`config.mk`:
```
export PLATFORM = sky130hd
export DESIGN_NAME = lin_header_assist
export DESIGN_NICKNAME = d
export VERILOG_FILES = /design/src/rtl/lin_assist_pkg.sv /design/src/rtl/lin_timer_if.sv /design/src/rtl/lin_pin_sync.sv /design/src/rtl/lin_break_timer.sv /design/src/rtl/lin_header_assist.sv
export VERILOG_INCLUDE_DIRS = /design/src /design/src/rtl
export SDC_FILE = /design/constraint.sdc
export NUM_CORES = 1
export LEC_CHECK = 0
export BUFFER_PORTS_ARGS = -buffer_cell sky130_fd_sc_hd__buf_2
export CAP_MARGIN = 25
export CORE_MARGIN = 5
export CORE_UTILIZATION = 35
export CTS_BUF_LIST = sky130_fd_sc_hd__clkbuf_2
export DETAILED_ROUTE_END_ITERATION = 10
export SETUP_SLACK_MARGIN = 0.15
export SYNTH_ARGS = -nofsm -noshare
export SYNTH_HDL_FRONTEND = slang
export SYNTH_HIERARCHICAL = 1
export SYNTH_SLANG_ARGS = --single-unit
```
`constraint.sdc`:
```
create_clock -name SYS_CLK_IN -period 6.1 [get_ports SYS_CLK_IN]
set_clock_uncertainty 0.2 [all_clocks]
set_input_delay 0.305 -clock SYS_CLK_IN [delete_from_list [all_inputs] [get_ports SYS_CLK_IN]]
set_output_delay 0.305 -clock SYS_CLK_IN [all_outputs]
set_load 0.05 [all_outputs]
```
`src/rtl/lin_assist_regs.svh`:
```
`ifndef LIN_ASSIST_REGS_SVH
`define LIN_ASSIST_REGS_SVH
// Operation
// - Master: timer start drives transmit pin low for the programmed timer period.
// - Master underflow releases transmit pin, sets break flag, interrupts if enabled.
// - Master then sends synch byte 55h through the companion UART.
// - Master then sends identifier through the UART, then response field follows.
// - Writing break detect start masks UART receive and arms timer; reads zero.
// - Slave: receive low for timer period is a break; flag, interrupt, measure.
// - Slave measures start bit plus data bits 0 to 6 with the timer.
// - Unmask select: 0 unmasks after break, 1 after synch measurement.
// - Synch measurement done sets field flag, interrupts if field enable set.
// - With UART transmit on, pin mismatch at latch point sets collision flag.
// - During communication, receive low beyond break period signals a break again.
// - Four interrupt sources all share the timer interrupt request line.
// - Mode bit: 0 slave with break detection, 1 master with timer on transmit.
// - Run bit stops logic at 0, starts at 1 and masks inputs at once.
// - Receive status flag reads 0 while unmasked and 1 while masked.

// Register indices; byte address is four times the index
`define LIN_CONTROL_IDX 10'h106
`define LIN_STATUS_IDX 10'h107
`define TIMER_PRESCALER_IDX 10'h108
`define TIMER_COUNT_IDX 10'h109
`define TIMER_CONTROL_IDX 10'h10a

// Control field positions
`define CTL_FIELD_IRQ_EN 0
`define CTL_BREAK_IRQ_EN 1
`define CTL_COLLISION_IRQ_EN 2
`define CTL_RX_STATUS 3
`define CTL_BREAK_DETECT_START 4
`define CTL_UNMASK_SELECT 5
`define CTL_MASTER_SELECT 6
`define CTL_RUN 7

// Status field positions, flags are write-one-to-clear
`define ST_BREAK 0
`define ST_FIELD 1
`define ST_COLLISION 2
`define ST_MEAS_LSB 8
`define ST_MEAS_MSB 15

`define TMR_START 0
`define TIMER_PRESCALER_RESET 8'h00
`define TIMER_COUNT_RESET 8'h00
// Falling edges counted after the start bit when the next one closes the measured span
`define SYNCH_LAST_FALL 2'h3
`define RESP_OKAY 2'h0
`define RESP_SLVERR 2'h2
`endif

```
`src/rtl/lin_assist_pkg.sv`:
```
package lin_assist_pkg;
  typedef enum logic [2:0] {
    IDLE = 3'b000,
    M_BREAK = 3'b001,
    M_SEND = 3'b010,
    S_WAIT = 3'b011,
    S_BREAK_END = 3'b100,
    S_START = 3'b101,
    S_MEASURE = 3'b110,
    COMM = 3'b111
  } header_state_type;
endpackage

```
`src/rtl/lin_timer_if.sv`:
```
`timescale 1ns/10ps
interface lin_timer_if;
  logic run;
  logic load;
  logic [7:0] pre_reload;
  logic [7:0] cnt_reload;
  logic underflow;
  logic [7:0] count;
  modport timer (input run, load, pre_reload, cnt_reload, output underflow, count);
  modport ctrl (output run, load, pre_reload, cnt_reload, input underflow, count);
endinterface

```
`src/rtl/lin_pin_sync.sv`:
```
`timescale 1ns/10ps
module lin_pin_sync (
  input wire logic clk_in,
  input wire logic rst_n_in,
  input wire logic pin_in,
  output logic level_out
);
  logic [2:0] stage;

  // Three stages; the level moves only when stages two and three agree
  always_ff @(posedge clk_in) begin
    if (!rst_n_in) begin
      stage <= 3'h7;
      level_out <= 1'b1;
    end else begin
      stage <= {stage[1:0], pin_in};
      if (stage[1] == stage[2]) begin
        level_out <= stage[2];
      end
    end
  end
endmodule // lin_pin_sync

```
`src/rtl/lin_break_timer.sv`:
```
`timescale 1ns/10ps
module lin_break_timer (
  input wire logic clk_in,
  input wire logic rst_n_in,
  lin_timer_if.timer tmr
);
  logic [7:0] pre;
  logic terminal;

  assign terminal = (pre == 8'h00) && (tmr.count == 8'h00);

  // Prescaler feeds the count; one period is (pre+1)*(count+1) clocks
  always_ff @(posedge clk_in) begin
    if (!rst_n_in) begin
      pre <= 8'h00;
      tmr.count <= 8'h00;
    end else if (tmr.load) begin
      pre <= tmr.pre_reload;
      tmr.count <= tmr.cnt_reload;
    end else if (tmr.run) begin
      if (pre == 8'h00) begin
        pre <= tmr.pre_reload;
        tmr.count <= (tmr.count == 8'h00) ? tmr.cnt_reload : tmr.count - 8'h01;
      end else begin
        pre <= pre - 8'h01;
      end
    end
  end

  // Underflow pulse, one cycle after the terminal count
  always_ff @(posedge clk_in) begin
    if (!rst_n_in) begin
      tmr.underflow <= 1'b0;
    end else begin
      tmr.underflow <= tmr.run && !tmr.load && terminal;
    end
  end
endmodule // lin_break_timer

```
`src/rtl/lin_header_assist.sv`:
```
// Our own choice: the AXI4-Lite interface to the registers.
`timescale 1ns/10ps
`include "lin_assist_regs.svh"
module lin_header_assist #(
  parameter int ADDR_WIDTH = 12
) (
  input wire logic SYS_CLK_IN,
  input wire logic RST_N_IN,
  input wire logic [ADDR_WIDTH-1:0] AXI_AWADDR_IN,
  input wire logic AXI_AWVALID_IN,
  output logic AXI_AWREADY_OUT,
  input wire logic [31:0] AXI_WDATA_IN,
  input wire logic [3:0] AXI_WSTRB_IN,
  input wire logic AXI_WVALID_IN,
  output logic AXI_WREADY_OUT,
  output logic [1:0] AXI_BRESP_OUT,
  output logic AXI_BVALID_OUT,
  input wire logic AXI_BREADY_IN,
  input wire logic [ADDR_WIDTH-1:0] AXI_ARADDR_IN,
  input wire logic AXI_ARVALID_IN,
  output logic AXI_ARREADY_OUT,
  output logic [31:0] AXI_RDATA_OUT,
  output logic [1:0] AXI_RRESP_OUT,
  output logic AXI_RVALID_OUT,
  input wire logic AXI_RREADY_IN,
  input wire logic LIN_RX_PIN_IN,
  output logic LIN_TX_PIN_OUT,
  input wire logic UART_TXD_IN,
  input wire logic UART_TX_ENABLE_IN,
  input wire logic UART_LATCH_IN,
  output logic UART_RXD_OUT,
  output logic TIMER_IRQ_OUT
);
  lin_assist_pkg::header_state_type state;
  lin_assist_pkg::header_state_type next_state;
  lin_timer_if tmr ();
  logic aw_held, w_held, wr_go, wr_ctl, wr_st, wr_tc, break_start, timer_go;
  logic [9:0] aw_idx;
  logic [9:0] ar_idx;
  logic [31:0] w_data;
  logic [3:0] w_strb;
  logic field_irq_enable, break_irq_enable, collision_irq_enable;
  logic unmask_timing_select, master_select, run_enable, run_prev;
  logic rx_masked, rx_level, rx_prev, rx_fall;
  logic break_status_flag, field_status_flag, collision_status_flag;
  logic brk_evt, gen_evt, meas_done, coll_evt;
  logic [1:0] falls;
  logic [7:0] meas_count;
  logic [7:0] timer_prescaler_reg;
  logic [7:0] timer_count_reg;

  lin_pin_sync rx_sync (
    .clk_in(SYS_CLK_IN),
    .rst_n_in(RST_N_IN),
    .pin_in(LIN_RX_PIN_IN),
    .level_out(rx_level)
  );

  lin_break_timer break_timer (
    .clk_in(SYS_CLK_IN),
    .rst_n_in(RST_N_IN),
    .tmr(tmr.timer)
  );

  // Write channel: address and data are taken independently, in either order
  assign AXI_AWREADY_OUT = !aw_held;
  assign AXI_WREADY_OUT = !w_held;
  assign wr_go = aw_held && w_held && !AXI_BVALID_OUT;
  assign wr_ctl = wr_go && (aw_idx == `LIN_CONTROL_IDX) && w_strb[0];
  assign wr_st = wr_go && (aw_idx == `LIN_STATUS_IDX) && w_strb[0];
  assign wr_tc = wr_go && (aw_idx == `TIMER_CONTROL_IDX) && w_strb[0];

  always_ff @(posedge SYS_CLK_IN) begin
    if (!RST_N_IN) begin
      aw_held <= 1'b0;
      w_held <= 1'b0;
      aw_idx <= 10'h000;
      w_data <= 32'h0000_0000;
      w_strb <= 4'h0;
    end else begin
      if (AXI_AWVALID_IN && !aw_held) begin
        aw_held <= 1'b1;
        aw_idx <= AXI_AWADDR_IN[11:2];
      end else if (wr_go) begin
        aw_held <= 1'b0;
      end
      if (AXI_WVALID_IN && !w_held) begin
        w_held <= 1'b1;
        w_data <= AXI_WDATA_IN;
        w_strb <= AXI_WSTRB_IN;
      end else if (wr_go) begin
        w_held <= 1'b0;
      end
    end
  end

  // Write response; unmapped words answer SLVERR and change nothing
  always_ff @(posedge SYS_CLK_IN) begin
    if (!RST_N_IN) begin
      AXI_BVALID_OUT <= 1'b0;
      AXI_BRESP_OUT <= `RESP_OKAY;
    end else if (wr_go) begin
      AXI_BVALID_OUT <= 1'b1;
      AXI_BRESP_OUT <= (aw_idx >= `LIN_CONTROL_IDX && aw_idx <= `TIMER_CONTROL_IDX) ? `RESP_OKAY : `RESP_SLVERR;
    end else if (AXI_BREADY_IN) begin
      AXI_BVALID_OUT <= 1'b0;
    end
  end

  // Read channel: one read at a time, data registered with the answer
  assign AXI_ARREADY_OUT = !AXI_RVALID_OUT;
  assign ar_idx = AXI_ARADDR_IN[11:2];

  always_ff @(posedge SYS_CLK_IN) begin
    if (!RST_N_IN) begin
      AXI_RVALID_OUT <= 1'b0;
      AXI_RDATA_OUT <= 32'h0000_0000;
      AXI_RRESP_OUT <= `RESP_OKAY;
    end else if (AXI_ARVALID_IN && !AXI_RVALID_OUT) begin
      AXI_RVALID_OUT <= 1'b1;
      AXI_RRESP_OUT <= `RESP_OKAY;
      unique case (ar_idx)
        `LIN_CONTROL_IDX: AXI_RDATA_OUT <= {24'h00_0000, run_enable, master_select, unmask_timing_select,
          1'b0, rx_masked, collision_irq_enable, break_irq_enable, field_irq_enable};
        `LIN_STATUS_IDX: AXI_RDATA_OUT <= {16'h0000, meas_count, 5'h00, collision_status_flag,
          field_status_flag, break_status_flag};
        `TIMER_PRESCALER_IDX: AXI_RDATA_OUT <= {24'h00_0000, timer_prescaler_reg};
        `TIMER_COUNT_IDX: AXI_RDATA_OUT <= {24'h00_0000, tmr.count};
        `TIMER_CONTROL_IDX: AXI_RDATA_OUT <= {31'h0000_0000, state == lin_assist_pkg::M_BREAK};
        default: begin
          AXI_RDATA_OUT <= 32'h0000_0000;
          AXI_RRESP_OUT <= `RESP_SLVERR;
        end
      endcase
    end else if (AXI_RREADY_IN) begin
      AXI_RVALID_OUT <= 1'b0;
    end
  end

  // Control bits; break detect start is an action, never stored
  always_ff @(posedge SYS_CLK_IN) begin
    if (!RST_N_IN) begin
      field_irq_enable <= 1'b0;
      break_irq_enable <= 1'b0;
      collision_irq_enable <= 1'b0;
      unmask_timing_select <= 1'b0;
      master_select <= 1'b0;
      run_enable <= 1'b0;
    end else if (wr_ctl) begin
      field_irq_enable <= w_data[`CTL_FIELD_IRQ_EN];
      break_irq_enable <= w_data[`CTL_BREAK_IRQ_EN];
      collision_irq_enable <= w_data[`CTL_COLLISION_IRQ_EN];
      unmask_timing_select <= w_data[`CTL_UNMASK_SELECT];
      master_select <= w_data[`CTL_MASTER_SELECT];
      run_enable <= w_data[`CTL_RUN];
    end
  end

  // Timer reload values, reprogrammed by software after measurement
  always_ff @(posedge SYS_CLK_IN) begin
    if (!RST_N_IN) begin
      timer_prescaler_reg <= `TIMER_PRESCALER_RESET;
      timer_count_reg <= `TIMER_COUNT_RESET;
    end else if (wr_go && w_strb[0]) begin
      if (aw_idx == `TIMER_PRESCALER_IDX) begin
        timer_prescaler_reg <= w_data[7:0];
      end
      if (aw_idx == `TIMER_COUNT_IDX) begin
        timer_count_reg <= w_data[7:0];
      end
    end
  end

  assign break_start = wr_ctl && w_data[`CTL_BREAK_DETECT_START] && w_data[`CTL_RUN] && !w_data[`CTL_MASTER_SELECT];
  assign timer_go = wr_tc && w_data[`TMR_START] && run_enable && master_select;
  assign rx_fall = rx_prev && !rx_level;

  // Timer steering: it times the break out or in, then the synch span
  assign tmr.pre_reload = timer_prescaler_reg;
  assign tmr.cnt_reload = timer_count_reg;
  assign tmr.load = timer_go || break_start || (state == lin_assist_pkg::S_START && rx_fall)
    || ((state == lin_assist_pkg::S_WAIT || state == lin_assist_pkg::COMM) && rx_level);
  assign tmr.run = (state == lin_assist_pkg::M_BREAK) || (state == lin_assist_pkg::S_MEASURE)
    || ((state == lin_assist_pkg::S_WAIT || state == lin_assist_pkg::COMM) && !rx_level);

  // Events from the sequence and the pins
  assign gen_evt = (state == lin_assist_pkg::M_BREAK) && tmr.underflow;
  assign brk_evt = (state == lin_assist_pkg::S_WAIT || state == lin_assist_pkg::COMM) && tmr.underflow;
  assign meas_done = (state == lin_assist_pkg::S_MEASURE) && rx_fall && (falls == `SYNCH_LAST_FALL);
  assign coll_evt = run_enable && UART_TX_ENABLE_IN && UART_LATCH_IN && (rx_level != LIN_TX_PIN_OUT);

  // Header sequence; clearing run drops straight back to idle
  always_comb begin
    next_state = state;
    unique case (state)
      lin_assist_pkg::IDLE: next_state = state;
      lin_assist_pkg::M_BREAK: if (tmr.underflow) next_state = lin_assist_pkg::M_SEND;
      lin_assist_pkg::M_SEND: next_state = state;
      lin_assist_pkg::S_WAIT: if (tmr.underflow) next_state = lin_assist_pkg::S_BREAK_END;
      lin_assist_pkg::S_BREAK_END: if (rx_level) next_state = lin_assist_pkg::S_START;
      lin_assist_pkg::S_START: if (rx_fall) next_state = lin_assist_pkg::S_MEASURE;
      lin_assist_pkg::S_MEASURE: if (meas_done) next_state = lin_assist_pkg::COMM;
      lin_assist_pkg::COMM: next_state = state;
    endcase
    if (timer_go) begin
      next_state = lin_assist_pkg::M_BREAK;
    end
    if (break_start) begin
      next_state = lin_assist_pkg::S_WAIT;
    end
    // Start may come in the very write that sets run, so it must not be lost to the stop
    if (!run_enable && !break_start) begin
      next_state = lin_assist_pkg::IDLE;
    end
  end

  always_ff @(posedge SYS_CLK_IN) begin
    if (!RST_N_IN) begin
      state <= lin_assist_pkg::IDLE;
      rx_prev <= 1'b1;
      run_prev <= 1'b0;
    end else begin
      state <= next_state;
      rx_prev <= rx_level;
      run_prev <= run_enable;
    end
  end

  // Falling edges of the synch byte; the fifth one ends bit six
  always_ff @(posedge SYS_CLK_IN) begin
    if (!RST_N_IN) begin
      falls <= 2'h0;
      meas_count <= 8'h00;
    end else if (state != lin_assist_pkg::S_MEASURE) begin
      falls <= 2'h0;
    end else if (rx_fall) begin
      falls <= falls + 2'h1;
      if (meas_done) begin
        meas_count <= tmr.count;
      end
    end
  end

  // Receive mask: set when run starts and at break detect start
  always_ff @(posedge SYS_CLK_IN) begin
    if (!RST_N_IN) begin
      rx_masked <= 1'b0;
    end else if (!run_enable && !break_start) begin
      rx_masked <= 1'b0;
    end else if ((!run_prev) || break_start) begin
      rx_masked <= 1'b1;
    end else if (gen_evt || meas_done) begin
      rx_masked <= 1'b0;
    end else if (state == lin_assist_pkg::S_WAIT && tmr.underflow && !unmask_timing_select) begin
      rx_masked <= 1'b0;
    end
  end

  // Sticky flags; a new event in the clearing cycle wins
  always_ff @(posedge SYS_CLK_IN) begin
    if (!RST_N_IN) begin
      break_status_flag <= 1'b0;
      field_status_flag <= 1'b0;
      collision_status_flag <= 1'b0;
    end else begin
      break_status_flag <= brk_evt || gen_evt || (break_status_flag && !(wr_st && w_data[`ST_BREAK]));
      field_status_flag <= meas_done || (field_status_flag && !(wr_st && w_data[`ST_FIELD]));
      collision_status_flag <= coll_evt || (collision_status_flag && !(wr_st && w_data[`ST_COLLISION]));
    end
  end

  // One shared request line for all four sources
  always_ff @(posedge SYS_CLK_IN) begin
    if (!RST_N_IN) begin
      TIMER_IRQ_OUT <= 1'b0;
    end else begin
      TIMER_IRQ_OUT <= ((brk_evt || gen_evt) && break_irq_enable) || (meas_done && field_irq_enable)
        || (coll_evt && collision_irq_enable);
    end
  end

  // Pins: the break drives low over the UART line; masked receive idles high
  always_ff @(posedge SYS_CLK_IN) begin
    if (!RST_N_IN) begin
      LIN_TX_PIN_OUT <= 1'b1;
      UART_RXD_OUT <= 1'b1;
    end else begin
      LIN_TX_PIN_OUT <= UART_TXD_IN && (state != lin_assist_pkg::M_BREAK);
      UART_RXD_OUT <= rx_masked || rx_level;
    end
  end
endmodule // lin_header_assist

```
==> results.yml <==
run_status:
  status: "completed"
yosys:
  synth_flop_cell: "dfxtp_1"
  yosysTopAreaCellShare: 0.411
  synth_top_family_by_area: "simple AND/OR/NAND/NOR gates"
  synth_adder_area_share: 0.0121
  syn_inst: 614
  synth-compound-area-share: 0.195
  synth_top_area_cell: "dfxtp_1"
  yosysWarnings: 6
  synth_xor_xnor_area_share: 0.00339
  synth_cell_types: 71
  avgSynthCellArea_um2: 8.42
  synthesis.area_mm2: 0.00517
  yosys.area_share.simple: 0.258
  synthTopCellsByArea: "dfxtp_1 41%, a21oi_1 6.6%, nand2_1 5.7%, mux2i_1 4.5%, buf_4 3.2%"
  synth-seq-cells: 106
  synthMuxAreaShare: 0.0446
  yosysSeqAreaShare: 0.411
  synth_edf_count: 0
  async_reset_ff_frac: 0
timing:
  final.min_clock_period_ns: 3.21
  slew_viol_final: 0
  hold_viol_final: 0
  setup_tns_ns: 0
  rsz0062_at_grt: "false"
  max_slew_margin: 0.536
  worst_pin_slew_ns: 0.695
  whs_ns: 0.0953
  max_clock_freq_ghz: 0.312
  setup-violations-final: 0
  finalCritPeriodShare: 0.526
pwr:
  power_density_mw_per_mm2: 181
  power.leakage_nw: 2.37
  vdd_drop_max_uv: 138
  finalPower_mw: 1.16
critical_path:
  cp.depth: 7
  arrival_ns: 3.53
  start_kind: "register"
  path_cells: "nor3_2 -> and4b_1 -> o2bb2a_1 -> nand2_1 -> a21oi_2 -> nand2b_1 -> o31ai_1"
  worstPathMaxFanout: 16
  slowest_delay_ns: 0.68
  critical_path.endpoint_type: "register"
  worstSetupEndpoint: "break_timer/tmr.count[1]"
  path_delay_family: "simple AND/OR/NAND/NOR gates"
  worst-setup-path-type: "reg2reg"
  crit_start: "aw_idx[9]"
  rrSetupSlack_ns: 2.89
  reg2reg_from: "aw_idx[9]"
  timing.rr.end: "break_timer/tmr.count[1]"
  cp_num_buf_inv: 0
  critPathRequiredTime_ns: 6.42
  r2r.worst_path.cells: 7
  cpMaxStageDelayCell: "and4b_1"
drt:
  first_pass_iters: 8
  ant_nets: 0
  drt-total-wl_mm: 14.5
  drtIter0Drc: 369
  wl_per_cell_um: 15.7
  num_vias: 4885
  via_per_inst: 5.29
  post-route-drc-count: 0
clocking:
  cts_resized: 0
  numClockSinks: 106
  clock_path_buffers: 2
  htreeDepth: 3
  clock_latency_ns: 0.60
  cts_made_buffers: 9
  clockRootBuffer: "clkbuf_2"
  path_clk_slew_ns: 0.28
  cts_tree: "built"
floorplan:
  initial_core_util: 0.356
  fp.dieW_um: 132
  die_h_um: 132
  core_mm2: 0.0145
  die-area_mm2: 0.0173
  num_rows: 44
  ios: 115
place:
  gp_congestion: 0.790
  hpwlAfterDp_mm: 9.72
  port_buffers: 65
finish:
  area_delta_synth_final_pct: 23.3
  largest-register: "AXI_RDATA_OUT"
  drive_gt1_frac: 0.146
  largest_reg_flops: 16
  reg.largest.list: "AXI_RDATA_OUT (16), aw_idx (10)"
  fin_nets: 810
global_routing:
  grt_max_degree: 63
  grt_pass1_vias: 4810
  grt_pass1_wl_mm: 23.9
  grtUsageTotal: 0.163
  antenna_found_initial: 1
  gr-total-overflow: 0
worst_hold_path:
  hold_start: "AXI_ARADDR_IN[3]"
  min-delay-path-class: "in2reg"
flow_run:
  maxCapViolCount: 0
-- where the power goes --
part / switching [mW] / internal (mW) / leakage, nW
clock: 0.231 / 0.0521 / 0.0553
combinational: 0.0949 / 0.0589 / 1.45
sequential: 0.0115 / 0.707 / 0.859
-- cells in the mapped netlist, types with 6 or more instances --
cell      instances
buf_2             6
inv_1            25
nor2b_1           7
a32oi_1          12
nand2b_1         16
clkbuf_1         21
nand2_1          79
o22ai_1           7
o21ai_1          12
a31oi_1           7
mux2i_1          23
nand3_1          30
dfxtp_1         106
nor3_1           14
nor2_1           33
buf_4            22
a21oi_1          68
o21ai_0          17
-- placed cells by master (no fill, tap or decap), types with 5 or more instances in the layout --
master,count
a21oi_1,68
a31oi_1,7
a32oi_1,12
and2_1,5
buf_2,65
clkbuf_2,9
conb_1,18
dfxtp_1,106
dlygate4sd3_1,77
ha_1,5
inv_1,25
mux2i_1,23
nand2_1,79
nand2b_1,16
nand3_1,30
nand4_1,5
nor2_1,33
nor2b_1,7
nor3_1,14
nor3b_1,5
o21ai_0,17
o21ai_1,12
o21bai_1,5
o22ai_1,7
-- layer usage --
metal,part of all wire,up-vias,track usage,wire length [µm]
li1,-,2402,-,-
met1,0.44,2315,0.200,6330
met4,0.025,0,0.0566,365
met2,0.49,142,0.286,7090
met5,0,-,0,0
met3,0.047,26,0.0302,678
-- logic make-up (layout without fill, tap and decap cells) --
| family | Yosys count | in the layout |
|---|---|---|
| AO/OA/AOI/OAI | 159 | 159 |
| XOR/XNOR | 2 | 2 |
| adder cells (fa/ha/maj) | 5 | 5 |
| buffers and inverters | 78 | 186 |
| flip-flops | 106 | 106 |
| multiplexers | 23 | 23 |
| other | 1 | 19 |
| AND/OR/NAND/NOR | 240 | 240 |
-- area by class of cell --
type	count	area [µm²]
tap	184	230
multi-input combinational	447	2720
clock buffer	9	45.0
inverter	26	97.6
clock inverter	7	46.3
antenna	1	2.50
fill	1436	8160
sequential	106	2120
timing repair buffer	144	1110
-- worst register-to-register path, delay by kind of cell, from the launching register on --
family	cells	cell delay, ns
AO/OA/AOI/OAI	3	0.84
AND/OR/NAND/NOR	4	1.71
flip-flops	1	0.39
-- stage by stage --
| stage | area (µm²) | util | cells | setup slack (ns) |
|---|---|---|---|---|
| CTS | 6370 | 0.438 | 923 | 2.90 |
| floorplan | 5230 | - | 631 | 3.28 |
| global placement | 5510 | 0.379 | 830 | 3.07 |
| global route | 6370 | 0.439 | 924 | 2.66 |
| detailed placement | 5510 | 0.379 | 830 | 2.98 |
| finish | 6370 | 0.439 | 924 | 2.89 |
-- what timing repair did --
action | CTS | global route
hold buffers | 77 | 0
endpoints found under the hold margin | 38 | 0
setup buffers | 0 | 0
-- how the worst min path moves through the flow --
stage / slack [ns] / end / depth (start not counted)
2_1_floorplan: 0.18 / rx_sync/stage[0] / 1
3_3_place_gp: 0.20 / rx_sync/stage[1] / 1
3_5_place_dp: 0.20 / rx_sync/stage[1] / 1
4_1_cts: 0.04 / AXI_RDATA_OUT[3] / 4
5_1_grt: 0.08 / AXI_RDATA_OUT[3] / 4
6_report: 0.1 / AXI_RDATA_OUT[3] / 4
(Power assumes the default switching activity.)
